[src/core/pin_router_regs.vh]
`ifndef PIN_ROUTER_REGS_VH
`define PIN_ROUTER_REGS_VH
// Pin count: two byte ports plus one single-bit port.
`define NUM_PINS 17
`define NUM_ROUTED 16
// Bit positions in function_route_select_a.
`define SEL_A_UART 0
`define SEL_A_SPI 1
`define SEL_A_TWOWIRE 2
`define SEL_A_SYSCLK 3
`define SEL_A_CMP 4
`define SEL_A_CMP_ASYNC 5
// Bit positions in function_route_select_b.
`define SEL_B_CAPTURE_LO 0
`define SEL_B_CAPTURE_HI 1
`define SEL_B_ECI 3
`define SEL_B_T0 4
`define SEL_B_T1 5
`define SEL_B_ROUTER_EN 6
`define SEL_B_PULLUP_DIS 7
// Fixed UART pins.
`define UART_TX_PIN 4
`define UART_RX_PIN 5
// Reset values.
`define RST_SEL_A 8'h00
`define RST_SEL_B 8'h00
`define RST_INPUT_KIND 17'h1FFFF
`define RST_DRIVE_KIND 17'h00000
`define RST_BYPASS 16'h0000
`define RST_LATCH 17'h1FFFF
// Function numbering, in priority order.
`define FN_NONE 5'h00
`define FN_UART_TX 5'h01
`define FN_UART_RX 5'h02
`define FN_SPI_SCK 5'h03
`define FN_SPI_MISO 5'h04
`define FN_SPI_MOSI 5'h05
`define FN_SPI_NSS 5'h06
`define FN_TW_SDA 5'h07
`define FN_TW_SCL 5'h08
`define FN_CMP 5'h09
`define FN_CMP_ASYNC 5'h0A
`define FN_SYSCLK 5'h0B
`define FN_CEX0 5'h0C
`define FN_CEX1 5'h0D
`define FN_CEX2 5'h0E
`define FN_ECI 5'h0F
`define FN_T0 5'h10
`define FN_T1 5'h11
`define NUM_FN 17
`endif

[src/core/route_allocator.v]
`timescale 1ns/1ns
`default_nettype none
`include "pin_router_regs.vh"
// ----------------------------------------------------------------
// Priority allocator: combinational map of function number per pin
// ----------------------------------------------------------------
module route_allocator (
  // Requests, one bit per function number
  input wire [`NUM_FN:1] fn_req,
  // Pins that may not be allocated, except the fixed UART pins
  input wire [`NUM_ROUTED-1:0] bypass,
  // Function number of each routed pin, flattened
  output reg [5*`NUM_ROUTED-1:0] pin_fn
);
  integer p;
  integer f;
  reg [`NUM_ROUTED-1:0] taken;
  reg [`NUM_FN:1] pending;
  always @* begin
    pin_fn = {(5*`NUM_ROUTED){1'b0}};
    taken = bypass;
    pending = fn_req;
    // UART owns its two pins regardless of bypass or priority.
    pending[`FN_UART_TX] = 1'b0;
    pending[`FN_UART_RX] = 1'b0;
    if (fn_req[`FN_UART_TX]) begin
      pin_fn[5*`UART_TX_PIN +: 5] = `FN_UART_TX;
      pin_fn[5*`UART_RX_PIN +: 5] = `FN_UART_RX;
      taken[`UART_TX_PIN] = 1'b1;
      taken[`UART_RX_PIN] = 1'b1;
    end
    // Each pin in ascending order takes the highest-priority pending function.
    for (p = 0; p < `NUM_ROUTED; p = p + 1) begin
      if (!taken[p]) begin
        for (f = 1; f <= `NUM_FN; f = f + 1) begin
          if (pending[f] && !taken[p]) begin
            pin_fn[5*p +: 5] = f[4:0];
            pending[f] = 1'b0;
            taken[p] = 1'b1;
          end
        end
      end
    end
  end
endmodule // route_allocator
`default_nettype wire

[src/core/pin_cell.v]
`timescale 1ns/1ns
`default_nettype none
`include "pin_router_regs.vh"
// ----------------------------------------------------------------
// One port pin cell: driver, pull-up and receiver control
// ----------------------------------------------------------------
module pin_cell (
  // Clock and reset
  input wire clk,
  input wire rst_n,
  // Configuration
  input wire router_on,
  input wire digital,
  input wire push_pull,
  input wire force_od,
  input wire pullup_disable,
  // Data
  input wire out_val,
  input wire pin_in,
  // Pin and readback
  output reg pad_out,
  output reg pad_oe,
  output reg pad_pullup,
  output reg read_val
);
  reg drive_high;
  reg drive_low;
  reg open_drain;
  always @* begin
    // Disabled router or analog pin keeps the driver off.
    open_drain = force_od || !push_pull;
    drive_low = router_on && digital && !out_val;
    drive_high = router_on && digital && out_val && !open_drain;
  end
  always @(posedge clk or negedge rst_n) begin
    if (!rst_n) begin
      pad_out <= 1'b0;
      pad_oe <= 1'b0;
      pad_pullup <= 1'b1;
      read_val <= 1'b0;
    end else begin
      pad_out <= drive_high;
      pad_oe <= drive_low || drive_high;
      // Pull-up only on digital open-drain pins not pulling low.
      pad_pullup <= digital && open_drain && !pullup_disable && !drive_low;
      read_val <= digital ? pin_in : 1'b0;
    end
  end
endmodule // pin_cell
`default_nettype wire

[src/core/priority_port_pin_router.v]
`timescale 1ns/1ns
`default_nettype none
`include "pin_router_regs.vh"
// What this block does
// - Serves 17 pins: two byte ports and one single-bit port, digital or analog.
// - Enabled functions in priority order take the lowest free pin.
// - Enabled UART always uses port 0 bits 4 and 5.
// - Allocation passes over assigned pins and pins set in the bypass mask.
// - Allocation skips a bypassed pin like an assigned pin, except UART, which still takes bits 4 and 5.
// - Two-wire bus claims both pins together; UART claims both pins together.
// - Unallocated pins act as ordinary port pins.
// - SPI slave select gets a pin only in four-wire mode.
// - Port reads return actual pin levels on digital pins whatever the routing.
// - Analog pins have pull-up, driver and receiver disabled.
// - Input kind bit 1 means digital, 0 means analog.
// - After reset every pin is a digital input.
// - Drive type follows the drive kind bit, also for peripheral pins other than the two-wire pins.
// - Two-wire data and clock pins are always open-drain.
// - Pull-up on open-drain pins unless disabled; push-pull pins unaffected.
// - Pull-up is off on a pin driving low.
// - Routing takes effect only once the router enable is 1.
// - With router disabled all output drivers are off.
// - Port 0 bypass 0x0C steps allocation around bits 2 and 3.
// - Select A bits: UART, SPI, two-wire, sysclk, comparator, async comparator.
// - Capture field routes none, channel 0, channels 0-1, channels 0-2.
// - Analog pins read 0; digital pins read their level.
module priority_port_pin_router (
  // Clock and reset
  input wire clk,
  input wire rst_n,
  // Configuration written by software
  input wire [7:0] function_route_select_a,
  input wire [7:0] function_route_select_b,
  input wire [7:0] port0_bypass_mask,
  input wire [7:0] port1_bypass_mask,
  input wire [16:0] pin_input_kind,
  input wire [16:0] pin_drive_kind,
  input wire [1:0] slave_select_mode_field,
  // Port latch writes
  input wire [16:0] port_latch_wdata,
  input wire [16:0] port_latch_we,
  // Peripheral outputs toward pins
  input wire uart_tx,
  input wire spi_sck_o,
  input wire spi_miso_o,
  input wire spi_mosi_o,
  input wire spi_nss_o,
  input wire spi_sck_oe,
  input wire spi_miso_oe,
  input wire spi_mosi_oe,
  input wire spi_nss_oe,
  input wire twowire_sda_o,
  input wire twowire_scl_o,
  input wire cmp_out,
  input wire cmp_async_out,
  input wire sysclk_n,
  input wire [2:0] cex_o,
  // Peripheral inputs from pins
  output reg uart_rx,
  output reg spi_sck_i,
  output reg spi_miso_i,
  output reg spi_mosi_i,
  output reg spi_nss_i,
  output reg twowire_sda_i,
  output reg twowire_scl_i,
  output reg [2:0] cex_i,
  output reg eci_in,
  output reg t0_in,
  output reg t1_in,
  // Port readback and latch
  output wire [16:0] port_read,
  output reg [16:0] port_latch,
  // Pins
  input wire [16:0] pin_in,
  output wire [16:0] pin_out,
  output wire [16:0] pin_oe,
  output wire [16:0] pin_pullup
);
  // ----------------------------------------------------------------
  // Configuration decode
  // ----------------------------------------------------------------
  wire router_on = function_route_select_b[`SEL_B_ROUTER_EN];
  wire pullup_dis = function_route_select_b[`SEL_B_PULLUP_DIS];
  wire [1:0] cap_sel = function_route_select_b[`SEL_B_CAPTURE_HI:`SEL_B_CAPTURE_LO];
  // Four-wire slave-select modes have the upper field bit set.
  wire spi_four_wire = slave_select_mode_field[1];
  wire [`NUM_FN:1] fn_req;
  wire [5*`NUM_ROUTED-1:0] pin_fn;
  assign fn_req[`FN_UART_TX] = function_route_select_a[`SEL_A_UART];
  assign fn_req[`FN_UART_RX] = function_route_select_a[`SEL_A_UART];
  assign fn_req[`FN_SPI_SCK] = function_route_select_a[`SEL_A_SPI];
  assign fn_req[`FN_SPI_MISO] = function_route_select_a[`SEL_A_SPI];
  assign fn_req[`FN_SPI_MOSI] = function_route_select_a[`SEL_A_SPI];
  assign fn_req[`FN_SPI_NSS] = function_route_select_a[`SEL_A_SPI] && spi_four_wire;
  assign fn_req[`FN_TW_SDA] = function_route_select_a[`SEL_A_TWOWIRE];
  assign fn_req[`FN_TW_SCL] = function_route_select_a[`SEL_A_TWOWIRE];
  assign fn_req[`FN_CMP] = function_route_select_a[`SEL_A_CMP];
  assign fn_req[`FN_CMP_ASYNC] = function_route_select_a[`SEL_A_CMP_ASYNC];
  assign fn_req[`FN_SYSCLK] = function_route_select_a[`SEL_A_SYSCLK];
  assign fn_req[`FN_CEX0] = cap_sel != 2'h0;
  assign fn_req[`FN_CEX1] = cap_sel[1];
  assign fn_req[`FN_CEX2] = cap_sel == 2'h3;
  assign fn_req[`FN_ECI] = function_route_select_b[`SEL_B_ECI];
  assign fn_req[`FN_T0] = function_route_select_b[`SEL_B_T0];
  assign fn_req[`FN_T1] = function_route_select_b[`SEL_B_T1];

  // Pure combinational map; a setting change reaches the pins at the next clock edge.
  route_allocator u_alloc (
    .fn_req(fn_req),
    .bypass({port1_bypass_mask, port0_bypass_mask}),
    .pin_fn(pin_fn)
  );

  // ----------------------------------------------------------------
  // Port latches
  // ----------------------------------------------------------------
  integer b;
  always @(posedge clk or negedge rst_n) begin
    if (!rst_n) begin
      port_latch <= `RST_LATCH;
    end else begin
      for (b = 0; b < `NUM_PINS; b = b + 1) begin
        if (port_latch_we[b]) begin
          port_latch[b] <= port_latch_wdata[b];
        end
      end
    end
  end

  // ----------------------------------------------------------------
  // Per-pin output selection and cells
  // ----------------------------------------------------------------
  wire [16:0] out_val;
  wire [16:0] is_twowire;
  genvar g;
  generate
    for (g = 0; g < `NUM_PINS; g = g + 1) begin : gen_pin
      wire [4:0] fn;
      reg val;
      if (g < `NUM_ROUTED) begin : gen_routed
        assign fn = router_on ? pin_fn[5*g +: 5] : `FN_NONE;
      end else begin : gen_plain
        assign fn = `FN_NONE;
      end
      always @* begin
        // Unassigned pins follow the port latch.
        case (fn)
          `FN_UART_TX: val = uart_tx;
          `FN_UART_RX: val = 1'b1;
          `FN_SPI_SCK: val = spi_sck_oe ? spi_sck_o : 1'b1;
          `FN_SPI_MISO: val = spi_miso_oe ? spi_miso_o : 1'b1;
          `FN_SPI_MOSI: val = spi_mosi_oe ? spi_mosi_o : 1'b1;
          `FN_SPI_NSS: val = spi_nss_oe ? spi_nss_o : 1'b1;
          `FN_TW_SDA: val = twowire_sda_o;
          `FN_TW_SCL: val = twowire_scl_o;
          `FN_CMP: val = cmp_out;
          `FN_CMP_ASYNC: val = cmp_async_out;
          `FN_SYSCLK: val = sysclk_n;
          `FN_CEX0: val = cex_o[0];
          `FN_CEX1: val = cex_o[1];
          `FN_CEX2: val = cex_o[2];
          `FN_ECI: val = 1'b1;
          `FN_T0: val = 1'b1;
          `FN_T1: val = 1'b1;
          default: val = port_latch[g];
        endcase
      end
      assign out_val[g] = val;
      assign is_twowire[g] = (fn == `FN_TW_SDA) || (fn == `FN_TW_SCL);
      // Input kind 1 is digital, 0 analog; reset value makes all digital.
      pin_cell u_cell (
        .clk(clk),
        .rst_n(rst_n),
        .router_on(router_on),
        .digital(pin_input_kind[g]),
        .push_pull(pin_drive_kind[g]),
        .force_od(is_twowire[g]),
        .pullup_disable(pullup_dis),
        .out_val(out_val[g]),
        .pin_in(pin_in[g]),
        .pad_out(pin_out[g]),
        .pad_oe(pin_oe[g]),
        .pad_pullup(pin_pullup[g]),
        .read_val(port_read[g])
      );
    end
  endgenerate

  // ----------------------------------------------------------------
  // Peripheral inputs from routed pins
  // ----------------------------------------------------------------
  // Inputs idle high when a function has no pin, matching a pulled-up line.
  reg [`NUM_FN:1] fn_in;
  integer p;
  always @* begin
    fn_in = {`NUM_FN{1'b1}};
    for (p = 0; p < `NUM_ROUTED; p = p + 1) begin
      if (router_on && pin_fn[5*p +: 5] != `FN_NONE && pin_input_kind[p]) begin
        fn_in[pin_fn[5*p +: 5]] = pin_in[p];
      end
    end
  end
  always @(posedge clk or negedge rst_n) begin
    if (!rst_n) begin
      uart_rx <= 1'b1;
      spi_sck_i <= 1'b1;
      spi_miso_i <= 1'b1;
      spi_mosi_i <= 1'b1;
      spi_nss_i <= 1'b1;
      twowire_sda_i <= 1'b1;
      twowire_scl_i <= 1'b1;
      cex_i <= 3'h7;
      eci_in <= 1'b1;
      t0_in <= 1'b1;
      t1_in <= 1'b1;
    end else begin
      uart_rx <= fn_in[`FN_UART_RX];
      spi_sck_i <= fn_in[`FN_SPI_SCK];
      spi_miso_i <= fn_in[`FN_SPI_MISO];
      spi_mosi_i <= fn_in[`FN_SPI_MOSI];
      // Three-wire mode has no slave-select pin; hold it inactive.
      spi_nss_i <= fn_in[`FN_SPI_NSS];
      twowire_sda_i <= fn_in[`FN_TW_SDA];
      twowire_scl_i <= fn_in[`FN_TW_SCL];
      cex_i <= {fn_in[`FN_CEX2], fn_in[`FN_CEX1], fn_in[`FN_CEX0]};
      eci_in <= fn_in[`FN_ECI];
      t0_in <= fn_in[`FN_T0];
      t1_in <= fn_in[`FN_T1];
    end
  end
endmodule // priority_port_pin_router
`default_nettype wire

[config.mk]
export PLATFORM = sky130hd
export DESIGN_NAME = priority_port_pin_router
export DESIGN_NICKNAME = d
export VERILOG_FILES = /design/src/core/route_allocator.v /design/src/core/pin_cell.v /design/src/core/priority_port_pin_router.v
export VERILOG_INCLUDE_DIRS = /design/src /design/src/core
export SDC_FILE = /design/constraint.sdc
export NUM_CORES = 1
export LEC_CHECK = 0
export BUFFER_PORTS_ARGS = -buffer_cell sky130_fd_sc_hd__buf_2
export CAP_MARGIN = 20
export CORE_ASPECT_RATIO = 1.1
export CORE_MARGIN = 2
export CORE_UTILIZATION = 60
export CTS_CLUSTER_SIZE = 20
export DETAILED_ROUTE_END_ITERATION = 6
export PLACE_DENSITY = 0.81
export SLEW_MARGIN = 20
export SYNTH_ARGS = -nofsm -noshare
export SYNTH_HDL_FRONTEND = slang
export SYNTH_HIERARCHICAL = 1
export SYNTH_SLANG_ARGS = --single-unit
[constraint.sdc]
create_clock -name clk -period 1.85 [get_ports clk]
set_input_delay 0.37 -clock clk [delete_from_list [all_inputs] [get_ports clk]]
set_output_delay 0.37 -clock clk [all_outputs]
set_load 0.005 [all_outputs]
==> run_results.csv, run 1 <==
group,metric,value,unit
clock_network,numCtsBuffers,9,
placement,dp_slack,-6.10,ns
run_status,stop_error,"[ERROR DPL-0038] Utilization greater than 100%, impossible to legalize",
placement,hpwl,97300,um
clock_network,cts-resized-gates,526,
synthesis,syn-cell-area,0.0210,mm2
clock_network,hold_buffers,1,
placement,routabilityCongestion,1.30,
floorplanning,die_w,183,um
run_status,stop_stage,"4_1_cts",
synthesis,syn-instance-count,3016,
synthesis,yosys_warnings,6,
synthesis,ys_ff_latch,98,
floorplanning,io_pins,236,
floorplanning,num_rows,71,
clock_network,cts-root-buf,"clkbuf_16",
clock_network,clockBufferDepth,2,
clock_network,cts_setup_buffers,183,
clock_network,cts_sinks,98,
synthesis,synth_cell_types,137,
floorplanning,floorplan.initialDensity,61.2,%
synthesis,seq_area_frac_synth,11.9,%
synthesis,avgSynthCellArea,6.97,um2
synthesis,synth-main-ff-cell,"dfrtp_1",
synthesis,synth_edf_count,0,
floorplanning,die_y,200,um
run_status,outcome,"stopped before the end",
synthesis,async_reset_ff_share,100,%
placement,portBuffers,231,
synthesis,synth_nets,3154,
clock_network,htree_levels,3,
-- synth_stat cells, types with 51 or more instances --
library cell  instances  share of area, %
nor3_1              115               2.7
o22ai_1              56               1.7
and2_1               51               1.5
clkbuf_1            156               2.8
dfrtp_1              51               6.1
a211oi_1             54               1.9
inv_1                88               1.6
nand3_1             121               2.9
o21ai_0             175               4.2
a31oi_1              51               1.5
a21oi_1             234               5.6
nand2_1             286               5.1
nor2_1              309               5.5
-- stage by stage --
step	util [%]	instance area [um2]	std cells	setup TNS, ns
floorplan	-	22100	3016	-246.73
global placement	91.8	31600	4648	-274.70
detailed placement	91.8	31600	4648	-311.36
-- cells by family after synthesis --
kind of cell	share of synthesized area [%]
compound gates	40.5
xor+xnor	0.458
fa+ha+maj	1.70
buf+inv	6.37
flops	11.9
mux	3.52
other cells	0.0178
simple gates	35.5
==> inputs of run 2 (changes only) <==
--- a/config.mk
+++ b/config.mk
@@ -8,12 +8,10 @@
 export LEC_CHECK = 0
 export BUFFER_PORTS_ARGS = -buffer_cell sky130_fd_sc_hd__buf_2
 export CAP_MARGIN = 20
-export CORE_ASPECT_RATIO = 1.1
 export CORE_MARGIN = 2
-export CORE_UTILIZATION = 60
-export CTS_CLUSTER_SIZE = 20
+export CORE_UTILIZATION = 40
 export DETAILED_ROUTE_END_ITERATION = 6
-export PLACE_DENSITY = 0.81
+export PLACE_DENSITY_LB_ADDON = 0.15
 export SLEW_MARGIN = 20
 export SYNTH_ARGS = -nofsm -noshare
 export SYNTH_HDL_FRONTEND = slang
==> run 2 against run 1 <==
  * The flow now finishes, with violations (negative setup slack)
  * Synthesized area stayed put
  * Synthesized cell count stayed put
==> run_results.csv, run 2 <==
group,metric,value,unit
synthesis,avgSynthCellArea,6.97,um2
power_and_ir_drop,p_leak,16.6,nW
synthesis,syn-cell-area,0.0210,mm2
timing,maxSlewViolCount,0,
power_and_ir_drop,p_clk_share,8.5,%
drt,antenna_left,0,
synthesis,async_reset_ff_share,100,%
drt,firstDrtPassIters,6,
synthesis,synth_cell_types,137,
clock_network,cts.clk_slew.worst_paths,0.09,ns
worst_setup_path,reg2reg_to,"gen_pin[4].u_cell/pad_pullup",
worst_setup_path,critPathLaunchType,"input pin",
synthesis,synth.area.top_cells,"dfrtp_1 (6.1%), dfstp_2 (5.9%), a21oi_1 (5.6%), nor2_1 (5.5%), nand2_1 (5.1%)",
global_route,track_usage,39.4,%
layout,layout_commonest_cell,"buf_4",
timing,worst_slack,-5.25,ns
global_route,grt_overflow,0,
drt,drcViolationCount,0,
clock_network,htree_levels,3,
worst_setup_path,criticalPathCategory,"input pin to flip-flop",
synthesis,yosys_warnings,6,
global_route,grt_max_degree,42,
worst_setup_path,critPathRequiredTime,2.16,ns
power_and_ir_drop,switchingPower,11.3,mW
run_status,outcome,"finished with violations",
timing,hold_viol_final,0,
worst_setup_path,reg2reg_depth,7,
worst_setup_path,r2r_start,"port_latch[4]",
layout,final_cell_mix,"buf_4 (1,356), nor2_1 (250), nand2_1 (247)",
synthesis,synth_top_area_share,6.07,%
placement,hpwl,86700,um
layout,fin_cells,5260,
timing,period_share,384,%
synthesis,synth-xor-area-share,0.458,%
timing,rsz0062_at_grt,"yes",
layout,n_fill_cell,3867,
synthesis,synth-main-ff-cell,"dfrtp_1",
global_route,grt_pass1_wl,171000,um
synthesis,synth_edf_count,0,
worst_setup_path,cp_slowest_cell,"or4_4",
drt,vias,33219,
floorplanning,floorplan.initialDensity,40.3,%
drt,drtIter0Drc,3826,
timing,tns,-275.55,ns
global_route,grt_pass1_vias,30701,
hold_path,hp-class,"input pin to flip-flop",
timing,fin_skew,0.0223,ns
power_and_ir_drop,power_frac_seq,10.4,%
synthesis,synth_top_family_by_area,"compound AO/OA/AOI/OAI gates",
drt,vias_per_cell,6.32,
synthesis,synth_most_common_cell,"nor2_1",
power_and_ir_drop,peakVddDrop,0.000463,V
worst_setup_path,crit_start,"function_route_select_a[1]",
clock_network,clockBufferDepth,2,
floorplanning,placeableCoreArea,0.0522,mm2
power_and_ir_drop,p_sw_share,46.8,%
floorplanning,dieArea,0.0544,mm2
drt,avgRoutedWirePerCell,22.4,um
clock_network,cts-root-buf,"clkbuf_16",
power_and_ir_drop,p_per_area,622,mW/mm2
flow_run,maxCapViolations,0,
floorplanning,io_pins,236,
power_and_ir_drop,p_comb_share,81.1,%
clock_network,numCtsBuffers,9,
worst_setup_path,crit_end,"spi_mosi_i",
synthesis,synth_mux_area_share,3.52,%
worst_setup_path,regToRegSetupSlack,0.38,ns
synthesis,synth_compound_area_share,40.5,%
power_and_ir_drop,power,24.1,mW
placement,dpl_cell_area,0.0325,mm2
synthesis,synth_fa_ha_area_share,1.70,%
worst_setup_path,critPathCaptureType,"flip-flop",
timing,tightest_slew,1.29,ns
worst_setup_path,cp_max_fo,8,
worst_setup_path,cp_slowest_stage_delay,0.56,ns
timing,setup_violations,61,
hold_path,holdPathStages,2,
timing,timing.fmax,141,MHz
floorplanning,num_rows,84,
floorplanning,die_y,233,um
synthesis,synth_top_area_cell,"dfrtp_1",
layout,syn2layout_area_growth,84.1,%
layout,nets,4704,
global_route,antenna_found_initial,1,
drt,routed_wl,118000,um
synthesis,seq_area_frac_synth,11.9,%
timing,period_needed,7.10,ns
power_and_ir_drop,internal_power,12.8,mW
synthesis,yosys-top-cells-count,"nor2_1 (309), nand2_1 (286), a21oi_1 (234), o21ai_0 (175), clkbuf_1 (156)",
synthesis,synthSimpleGateAreaFrac,35.5,%
synthesis,ys_ff_latch,98,
placement,portBuffers,231,
placement,routabilityCongestion,1.03,
layout,postLayoutCellArea,0.0387,mm2
run_status,violations,"negative setup slack",
clock_network,cts_tree,"done",
floorplanning,die_w,233,um
worst_setup_path,cp.arrival,7.41,ns
placement,dp_cells,4971,
clock_network,cts_sinks,98,
synthesis,syn-instance-count,3016,
timing,hold_slack,0.192,ns
layout,layout-drive-gt1-share,57.4,%
timing,maxSlewHeadroom,13.6,%
clock_network,clock_latency,0.39,ns
synthesis,synth_nets,3154,
## run 2: metrics by stage
stage | util (%) | worst slack [ns]
floorplan | - | -4.96
global placement | 62.1 | -5.84
detailed placement | 62.1 | -5.95
CTS | 69.6 | -4.83
global route | 74.1 | -5.42
finish | 74.1 | -5.25
## run 2: cell type report
type,instances,area (um2),area share [%]
Clock inverter,4,52.6,0.136
Antenna cell,1,2.50,0.00646
Timing Repair Buffer,1756,13600,35.1
Inverter,90,348,0.898
Sequential cell,98,2510,6.49
Clock buffer,12,246,0.637
Tap cell,688,861,2.22
Multi-Input combinational cell,2611,21100,54.5
## run 2: worst min path at each step
stage	start	to
final	port_latch_we[4]	port_latch[4]
after global routing	port_latch_we[4]	port_latch[4]
after CTS	port_latch_we[4]	port_latch[4]
after detailed placement	rst_n	gen_pin[4].u_cell/pad_oe
after global placement	rst_n	gen_pin[4].u_cell/read_val
after floorplan	rst_n	gen_pin[0].u_cell/pad_oe
## run 2: metal layers
| metal | routed length [um] | part of all wire (%) | track usage [%] |
|---|---|---|---|
| met5 | 0 | 0 | 0 |
| met1 | 49700 | 42 | 55.0 |
| met2 | 52000 | 44 | 61.7 |
| met4 | 4750 | 4.0 | 12.7 |
| met3 | 11400 | 9.7 | 6.01 |
## run 2: critical path, delay by kind of cell
family	cells	cell delay (ns)
AOI/OAI and AO/OA	14	3.16
and+or+nand+nor	10	2.21
buffers and inverters	11	1.61
## run 2: cell families after synthesis
logic type               count (synthesis)
XOR/XNOR                                11
AND/OR/NAND/NOR                       1358
flip-flops                              98
AO/OA/AOI/OAI                         1143
buffers and inverters                  307
adder cells (fa/ha/maj)                 35
other                                    1
multiplexers                            63
## run 2: what timing repair did
item | in CTS | in global routing
gates resized for setup | 551 | 336
hold buffers | 1 | 0
setup endpoints to repair | 61 | 61
cloned | 3 | 2
pin swaps | 192 | 237
endpoints found under the hold margin | 12 | 0
setup buffers | 162 | 125
## run 2: power by group through the flow
stage	Sequential [mW]	Clock [mW]	Combinational, mW
global route	2.53	2.16	20.4
detailed placement	2.55	0	14.7
global placement	2.54	0	14.4
floorplan	2.54	0	7.72
finish	2.52	2.04	19.5
CTS	2.52	2.05	16.9
Power figures use the tool's default switching activity.
==> inputs of run 3 (changes only) <==
--- a/config.mk
+++ b/config.mk
@@ -11,7 +11,9 @@
 export CORE_MARGIN = 2
 export CORE_UTILIZATION = 40
 export DETAILED_ROUTE_END_ITERATION = 6
+export GPL_TIMING_DRIVEN = 0
 export PLACE_DENSITY_LB_ADDON = 0.15
+export SKIP_CTS_REPAIR_TIMING = 1
 export SLEW_MARGIN = 20
 export SYNTH_ARGS = -nofsm -noshare
 export SYNTH_HDL_FRONTEND = slang
==> run 3 against run 2 <==
  * The flow still finishes with violations (negative setup slack)
  * Via count shrank 15%
  * Sequential cell count is the same
  * Global-route usage shrank 5.7 points
  * Critical path type unchanged
==> run_results.csv, run 3 (synthesis gave the netlist of run 2 again) <==
group,metric,value,unit
global_route,grt_pass1_wl,143000,um
worst_setup_path,crit_top_cell,"o211ai_1",
drt,drcViolationCount,0,
timing,maxSlewHeadroom,26.4,%
power_and_ir_drop,p_per_area,649,mW/mm2
worst_setup_path,cp_slowest_stage_delay,0.42,ns
timing,maxSlewViolCount,0,
placement,hpwl,78000,um
worst_setup_path,critPathRequiredTime,2.15,ns
layout,final_cell_mix,"nand2_1 (254), nor2_1 (249), buf_4 (244)",
worst_setup_path,critical_path_depth,35,
floorplanning,io_pins,236,
power_and_ir_drop,p_clk_share,9.6,%
timing,tightest_slew,1.08,ns
worst_setup_path,regToRegSetupSlack,0.32,ns
layout,nets,3650,
worst_setup_path,cp.arrival,7.71,ns
timing,hold_viol_final,0,
clock_network,cts-root-buf,"clkbuf_16",
timing,fin_skew,0.00477,ns
global_route,grt_max_degree,81,
worst_setup_path,reg2reg_to,"gen_pin[4].u_cell/pad_pullup",
placement,portBuffers,218,
worst_setup_path,r2r_start,"port_latch[4]",
layout,layout_commonest_cell,"nand2_1",
layout,layout-drive-gt1-share,38.8,%
global_route,track_usage,33.7,%
power_and_ir_drop,p_sw_share,51.8,%
clock_network,clockBufferDepth,2,
clock_network,htree_levels,3,
global_route,grt_pass1_vias,23751,
layout,syn2layout_area_growth,40.6,%
power_and_ir_drop,peakVddDrop,0.000452,V
timing,tns,-276.54,ns
drt,firstDrtPassIters,6,
clock_network,numCtsBuffers,9,
floorplanning,num_rows,84,
clock_network,cts_tree,"done",
worst_setup_path,crit_family,"compound AO/OA/AOI/OAI gates",
drt,antenna_left,0,
worst_setup_path,crit_start,"function_route_select_a[1]",
hold_path,hp-class,"input pin to flip-flop",
drt,vias_per_cell,6.72,
floorplanning,die_y,233,um
clock_network,cts_sinks,98,
run_status,violations,"negative setup slack",
worst_setup_path,reg2reg_depth,7,
floorplanning,die_w,233,um
clock_network,clock_latency,0.37,ns
drt,avgRoutedWirePerCell,24.6,um
worst_setup_path,cp_slowest_cell,"and4bb_2",
floorplanning,floorplan.initialDensity,40.3,%
worst_setup_path,crit_end,"cex_i[0]",
power_and_ir_drop,p_comb_share,77.4,%
timing,period_share,401,%
power_and_ir_drop,internal_power,9.25,mW
drt,routed_wl,103000,um
floorplanning,placeableCoreArea,0.0522,mm2
drt,drtIter0Drc,2994,
worst_setup_path,cp_max_fo,10,
placement,routabilityCongestion,1.00,
floorplanning,dieArea,0.0544,mm2
timing,setup_violations,61,
worst_setup_path,worst-path-buf-inv,9,
drt,vias,28254,
global_route,grt_overflow,0,
timing,rsz0062_at_grt,"yes",
timing,period_needed,7.41,ns
run_status,outcome,"finished with violations",
power_and_ir_drop,power_frac_seq,13.0,%
clock_network,cts.clk_slew.worst_paths,0.08,ns
global_route,antenna_found_initial,0,
worst_setup_path,critPathLaunchType,"input pin",
flow_run,maxCapViolations,0,
timing,worst_slack,-5.56,ns
layout,diodes,0,
timing,timing.fmax,135,MHz
power_and_ir_drop,switchingPower,9.95,mW
worst_setup_path,criticalPathCategory,"input pin to flip-flop",
power_and_ir_drop,p_leak,10.9,nW
placement,dp_slack,-7.47,ns
worst_setup_path,critPathCaptureType,"flip-flop",
## run 3: cell types whose count changed in the layout (fill, tap and decap cells not counted), sizes merged
| cell | before | now |
|---|---|---|
| buf | 1753 | 556 |
| clkbuf | 14 | 150 |
| clkinvlp | 0 | 3 |
| clkdlybuf4s15 | 0 | 2 |
| clkinv | 4 | 2 |
| a211o | 15 | 16 |
| a21oi | 244 | 245 |
| a221oi | 23 | 24 |
| bufinv | 1 | 0 |
| diode | 1 | 0 |
| inv | 89 | 90 |
| nand3 | 124 | 125 |
## run 3: worst min path at each step
stage	from	to	slack (ns)	cells after the start
after floorplan	rst_n	gen_pin[0].u_cell/pad_oe	0.07	0
after global placement	port_latch[4]	port_latch[4]	0.52	2
after detailed placement	rst_n	gen_pin[1].u_cell/pad_oe	0.23	1
after CTS	rst_n	gen_pin[2].u_cell/pad_out	-0.17	1
after global routing	port_latch_we[4]	port_latch[4]	0.17	2
final	port_latch_we[4]	port_latch[4]	0.17	2
## run 3: worst register-to-register path, stage by stage, from the launching register on
cell	delay, ns
dfstp_2	0.54
inv_1	0.05
a31oi_1	0.15
a31oi_1	0.06
o21ai_0	0.10
a211o_1	0.18
inv_2	0.07
a2111oi_4	0.28
## run 3: area by class of cell
cell class | instances | area [um2]
buffer | 210 | 1520
clock buffer | 11 | 233
clock inverter | 5 | 38.8
fill | 4873 | 22700
inverter | 90 | 348
multi-input combinational | 2615 | 20600
sequential | 98 | 2510
tap | 688 | 861
timing repair buffer | 488 | 3490
## run 3: routing by layer
layer / vias to the layer above / track usage (%) / share of wire [%] / wire length [um]
li1: 12802 / - / - / -
met1: 13672 / 49.5 / 44 / 45500
met2: 1578 / 51.1 / 44 / 45300
met3: 202 / 4.48 / 9.3 / 9580
met4: 0 / 8.84 / 3.0 / 3100
met5: - / 0 / 0 / 0
## run 3: power groups by stage
stage,sequential [mW],clock [mW],combinational (mW)
after global placement,2.53,0,10.8
after detailed placement,2.53,0,10.9
after CTS,2.49,1.92,11.0
after floorplan,2.54,0,7.72
after global routing,2.51,1.99,15.6
final,2.49,1.85,14.9
## run 3: through the flow
step	instances	utilization (%)	instance area (um2)	total power [mW]	hold slack (ns)
after floorplan	3016	-	22100	10.3	0.0744
after global placement	3922	46.0	24000	13.3	0.521
after detailed placement	3925	46.2	24100	13.4	0.227
after CTS	3941	46.7	24400	15.4	-0.171
after global routing	4205	56.6	29600	20.1	0.165
final	4205	56.6	29600	19.2	0.169
